===== config.mk =====
export PLATFORM = sky130hd
export DESIGN_NAME = lowpass_mean
export DESIGN_NICKNAME = d
export VERILOG_FILES = /design/src/rtl/capacity_flags_pkg.sv /design/src/rtl/lowpass_mean.sv
export VERILOG_INCLUDE_DIRS = /design/src /design/src/rtl
export SDC_FILE = /design/constraint.sdc
export NUM_CORES = 1
export LEC_CHECK = 0
export ABC_AREA = 1
export BUFFER_PORTS_ARGS = -buffer_cell sky130_fd_sc_hd__buf_4
export CAP_MARGIN = 20
export CORE_UTILIZATION = 40
export DETAILED_ROUTE_END_ITERATION = 10
export PLACE_DENSITY_LB_ADDON = 0.12
export SLEW_MARGIN = 20
export SYNTH_ARGS = -nofsm -noshare
export SYNTH_HDL_FRONTEND = slang
export SYNTH_SLANG_ARGS = --single-unit

===== constraint.sdc =====
create_clock -name clk -period 11.45 [get_ports clk]
set_input_delay 1.7175 -clock clk [delete_from_list [all_inputs] [get_ports clk]]
set_output_delay 1.7175 -clock clk [all_outputs]
set_load 0.05 [all_outputs]

===== src/rtl/capacity_flags_defs.svh =====
/*
 * Constants of the capacity warning flags and load model block: field
 * positions, reset values, load choice codes and filter timing.
 * Assumes inclusion by the package and by every design module.
 */
`ifndef CAPACITY_FLAGS_DEFS_SVH
`define CAPACITY_FLAGS_DEFS_SVH

// ****************************************
// Data widths
// ****************************************
`define VAL_W 16
`define LOAD_W 32
`define ACC_W 32

// ****************************************
// Flags word bit positions
// ****************************************
`define FLAG_SOC_WARN_FINAL_FLAG_BIT 0
`define FLAG_SOC_WARN_INITIAL_FLAG_BIT 1
`define FLAG_TDD_BIT 2
`define FLAG_ISD_BIT 3
`define FLAGS_W 4

// ****************************************
// Thresholds and family codes
// ****************************************
`define SOC_WARN_FINAL_FLAG_SET_OFF 16'hffff
`define FAMILY_CURRENT 1'h0
`define FAMILY_POWER 1'h1

// ****************************************
// Load choice codes
// ****************************************
`define LSEL_PREV 3'h0
`define LSEL_PRESENT 3'h1
`define LSEL_MEAN 3'h2
`define LSEL_FILT 3'h3
`define LSEL_DESIGN 3'h4
`define LSEL_OVERRIDE 3'h5
`define LSEL_USER 3'h6
`define LSEL_CURRENT_DEF 3'h1
`define LSEL_POWER_DEF 3'h0
`define DESIGN_DIVISOR 5

// ****************************************
// Low-pass filter timing
// ****************************************
`define FILT_TAU_S 14
`define FILT_SAMPLE_S 1
`define FILT_TAU_SAMPLES (`FILT_TAU_S / `FILT_SAMPLE_S)

// ****************************************
// Reset values
// ****************************************
`define RST_FLAG 1'h0
`define RST_VAL 16'h0000
`define RST_LOAD 32'h00000000
`define RST_ACC 32'h00000000

`endif


===== src/rtl/capacity_flags_pkg.sv =====
/*
 * Types of the capacity warning flags and load model block.
 * Assumes the defs header sits beside it on the include path.
 */
`include "capacity_flags_defs.svh"

package capacity_flags_pkg;

	// ****************************************
	// State records
	// ****************************************
	typedef struct packed {
		logic flag;
	} hyst_state_t;

	typedef struct packed {
		logic signed [`VAL_W-1:0] level;
	} filt_state_t;

	typedef struct packed {
		logic internalShort;
		logic tabDisconnect;
		logic loadFamily;
		logic signed [`LOAD_W-1:0] load;
		logic signed [`LOAD_W-1:0] reserveRate;
		logic signed [`ACC_W-1:0] chargeAccum;
		logic [`VAL_W-1:0] nominalAvail;
		logic [`VAL_W-1:0] fullAvail;
	} top_state_t;

endpackage : capacity_flags_pkg


===== src/rtl/lowpass_mean.sv =====
/*
 * First-order low-pass of the mean current, one step per sample strobe.
 * Assumes the strobe arrives once per filter sample period.
 */
`timescale 1ns/1ps
`include "capacity_flags_defs.svh"

module lowpass_mean (
	input wire logic clk,
	input wire logic rst_n,
	input wire logic sampleValid,
	input wire logic signed [`VAL_W-1:0] sampleIn,
	output logic signed [`VAL_W-1:0] filtOut
);
	import capacity_flags_pkg::*;

	filt_state_t st_r;
	filt_state_t st_nxt;
	logic signed [`VAL_W:0] diff;
	logic signed [`VAL_W:0] step;

	always_comb begin
		st_nxt = st_r;
		diff = {sampleIn[`VAL_W-1], sampleIn} - {st_r.level[`VAL_W-1], st_r.level};
		// Truncating divide: small residue stays, traded for no extra bits
		step = diff / (`VAL_W+1)'(`FILT_TAU_SAMPLES);
		if (sampleValid) begin
			st_nxt.level = st_r.level + step[`VAL_W-1:0];
		end
	end

	always_ff @(posedge clk or negedge rst_n) begin
		if (!rst_n) begin
			st_r <= '{level: `RST_VAL};
		end else begin
			st_r <= st_nxt;
		end
	end

	assign filtOut = st_r.level;

endmodule : lowpass_mean


-- Word level (Yosys, flattened, before mapping)
Cells that the tools add are included.
- flip-flop bits (word level): 16
- bits of input ports: 19
- output and inout bits: 16
- add/sub/neg operators: 2
- div/mod/pow operators: 1
- operators with widths (kind ; count):
    divider 17 x 5 -> 17 bit, second input constant ; 1
    subtractor 16 x 16 -> 17 bit ; 1
    adder 16 bit ; 1

-- Logic depth before layout (Yosys ltp)
- word-level depth: 3
- gate-level depth with buffers: 89
- mapped depth without buffers: 89

-- Worst setup path after synthesis
OpenSTA, ideal clock, no wires.
- kind: in2reg
- start: in sampleIn[0]
- end: reg st_r (netlist bit filtOut[15])
- library setup time: 0.119 ns
- arrival: 9.792 ns
- required time: 11.331 ns
- setup slack: 1.539 ns
- stages: 81
- buffers on the path: 0
- cells stage by stage: inv_1 -> ha_1 -> fa_1 -> ha_1 -> inv_1 -> nor2_1 -> nand3_1 -> nor2_1 -> nand3_1 -> nor2_2 -> nand3_2 -> nand2_2 -> nand2_2 -> nand2_4 -> nand3_4 -> nand2_2 -> nand2_2 -> nand3_2 -> (+45 left out) -> o21ai_0 -> nand2_1 -> a21oi_1 -> nor2_1 -> nor2_1 -> o31ai_1 -> a21oi_1 -> o21bai_1 -> a21oi_1 -> o21bai_1 -> a21oi_1 -> nor2_1 -> nor2_1 -> inv_1 -> nand3_1 -> nand3_1 -> nand2_1 -> nand2_1
- longest elaborated chain between the ends: 3
- ends and longest elaborated chain (item ; RTL line ; source):
    from (decl) ; lowpass_mean.sv:12 ; input wire logic signed [`VAL_W-1:0] sampleIn,
    subtractor 16 x 16 -> 17 bit ; lowpass_mean.sv:24 ; diff = {sampleIn[`VAL_W-1], sampleIn} - {st_r.level[`VAL_W-1], st_r.level};
    divider 17 x 5 -> 17 bit ; lowpass_mean.sv:26 ; step = diff / (`VAL_W+1)'(`FILT_TAU_SAMPLES);
    adder 16 bit ; lowpass_mean.sv:28 ; st_nxt.level = st_r.level + step[`VAL_W-1:0];
    to (signal assigned) ; lowpass_mean.sv:34 ; st_r <= '{level: `RST_VAL};
    to (signal assigned) ; lowpass_mean.sv:36 ; st_r <= st_nxt;
    to (decl) ; lowpass_mean.sv:17 ; filt_state_t st_r;
Every way passes these cells.
A chain may end at the register's enable or synchronous reset.

-- Final worst setup path
Same ends and word-level chain as after synthesis.

==> qor.txt <==
slowest cell on the critical path = fa_2
worst r2r dst = filtOut[15]
initial antenna violation count = 0
CTS Buffer Depth = 2
Num CTS Buffers = 3
fmax = 93.4 MHz
Final Util = 49.5%
r2r setup slk = 1.81 ns
Post-synth ARST share = 100%
xor/xnor share of the synthesized area = 7.13%
final clock skew = 0.00235 ns
Final setup viols = 0
multiplexer area fraction after synthesis = 0%
vias in the first global route = 3950
# diodes = 0
largest net degree at the start of global routing = 33
crit share post-route = 93.5%
crit-path most repeated cell = nand2_2
Seq cells post-synth = 16
Initial Util = 42.0%
number of fill cells = 1053
Hold Crit Class = reg2reg
CP Launch Type = primary input
sequential area share after synthesis = 9.63%
simple-gate share of the synthesized area = 48.7%
reg2reg path depth = 77
Hold WS = 0.559 ns
Root Buffer = clkbuf_8
Reg-to-Reg Start = filtOut[7]
drt total wl = 11.3 mm
CP bufs+invs = 7
crit-path max cell delay = 0.61 ns
Slew headroom = 57.0%
DRT Pass-1 Iters = 5
port bufs = 34
clk sinks = 16
Worst Tran Pin Value = 0.644 ns
Post-synth EDFFs = 0
top-level I/O count = 35
main flop type after synthesis = dfrtp_1
max reg flops = 16
MaxCap Viol Count = 0
Synth cell types = 39
status = finished, final reports clean
Syn Std Cell Area = 4160 µm²
delay-heaviest family, CP = simple AND/OR/NAND/NOR gates
cell count after synthesis = 708
CTS tree = done
later-pin clock latency in the skew report = 0.25 ns
wire per inst = 12.8 µm
main combinational cell family by area after synthesis = simple AND/OR/NAND/NOR gates
ANT nets after route = 0
max-slew violation count = 0
Die Ht = 104 µm
critical path type = in2reg
Mapped Nets = 763
hold path start = filtOut[15]
Crit Path Max Fanout = 4
Iteration-0 DRC Markers = 209
Compound-Gate Fraction of Synth Area = 9.87%
WP depth = 79
share of cells above drive strength 1 = 25.1%
drt drc = 0
CP Data Arrival Time = 10.85 ns
Yosys warning count = 0
standard-cell rows = 36
area share of fa/ha/maj cells after synthesis = 11.2%
via density per instance = 4.90
hold-fix buffers at CTS = 0
Syn Area/Cell = 5.87 µm²
HPWL Detailed = 9.41 mm
Synth-to-Final Area Change = 17.9%
Die X = 104 µm
via count = 4354
first-pass GRT wire length = 18.0 mm
CTS H-tree depth = 1
clock period minus worst slack = 10.70 ns
core area = 9910 µm²
Data required, critical path = 11.60 ns
GRT Util Overall = 20.3%
CTS clk-pin slew, worst paths = 0.07 ns
Worst Hold End = filtOut[15]
gpl congestion = 0.853
crit end category = register
die area = 10800 µm²
total grt overflow = 0
WHS Path Cells = 2
Final Hold Viols = 0
fin nets = 813
stage by stage:
step           area, µm²  TNS (ns)  setup WS (ns)  std cells
3_5_place_dp        4540         0          0.123        868
6_report            4900         0          0.748        889
4_1_cts             4580         0          0.368        871
2_1_floorplan       4160         0           1.54        708
5_1_grt             4900   -0.0951        -0.0951        889
3_3_place_gp        4540         0          0.360        868
repair_timing:
item | CTS | global route
resized for setup | 0 | 51
buffers inserted | 0 | 17
setup endpoints to repair | 0 | 5
cells in the mapped netlist (7+ instances only):
cell type	n	area, µm²
nand2_1	191	717
inv_1	118	443
nand3_1	61	305
nor2_1	48	180
nand2_2	41	257
ha_1	34	425
xor2_1	31	272
o21ai_0	30	150
a21oi_1	24	120
inv_2	17	63.8
dfrtp_1	16	400
nand3_2	14	140
nand4_1	13	81.3
nand2_4	11	124
nor2_2	7	43.8
worst register-to-register path: cells and delay by family (launching register included):
kind	cells	cell delay [ns]
simple gates	55	6.00
compound gates	11	1.54
fa+ha+maj	4	1.04
flops	1	0.43
buf+inv	6	0.38
xor+xnor	1	0.16
worst max path at each step:
stage	from	slack [ns]	end
finish	sampleIn[0]	0.75	filtOut[15]
global route	sampleIn[0]	-0.1	filtOut[15]
CTS	sampleIn[0]	0.37	filtOut[15]
detailed placement	sampleIn[0]	0.12	filtOut[15]
global placement	sampleIn[0]	0.36	filtOut[15]
floorplan	sampleIn[0]	1.54	filtOut[15]
cells by family (layout without fill, tap and decap cells):
logic type	after synthesis	after routing
AOI/OAI and AO/OA	74	74
adders and majority gates	36	36
DFF	16	16
and+or+nand+nor	405	405
buffers and inverters	144	192
xor gates and xnor gates	33	33
cells in the final DEF, fill, tap and decap left out, types with 2 or more instances in the layout:
cell type  instances
clkbuf_8           3
dfrtp_1           16
o21ai_2            8
nand2_2           42
nor3_1             4
inv_1            118
nand3_4            3
o21ai_0           24
o21ai_1            9
nor2_4             2
nand3b_1           2
nor2_1            41
nand4_1           13
buf_4             51
nand3_2           19
ha_2               3
nand4_2            2
nand2_1          185
a21oi_1           23
and2_1             3
nand3_1           54
nand2_4           16
inv_2             17
nor2_2            12
xor2_1            31
o31ai_1            2
nand4_4            4
o21bai_1           3
ha_1              31
final cells by class:
cell class	count	area, µm²	area share, %
multi-input combinational	548	3370	68.8
inverter	137	528	10.8
sequential	16	400	8.17
timing repair buffer	51	383	7.81
tap	133	166	3.39
clock buffer	3	41.3	0.842
timing repair inverter	1	8.76	0.179
layer usage:
metal	up-vias	GRT usage (%)	share of wire (%)
li1	2336	-	-
met1	1950	26.9	48
met2	60	36.1	48
met3	8	2.26	3.0
met4	0	2.45	0.93
met5	-	0	0
Power is not shown: default switching activity piles up to over one toggle a cycle in this logic, so the estimate is an artifact.
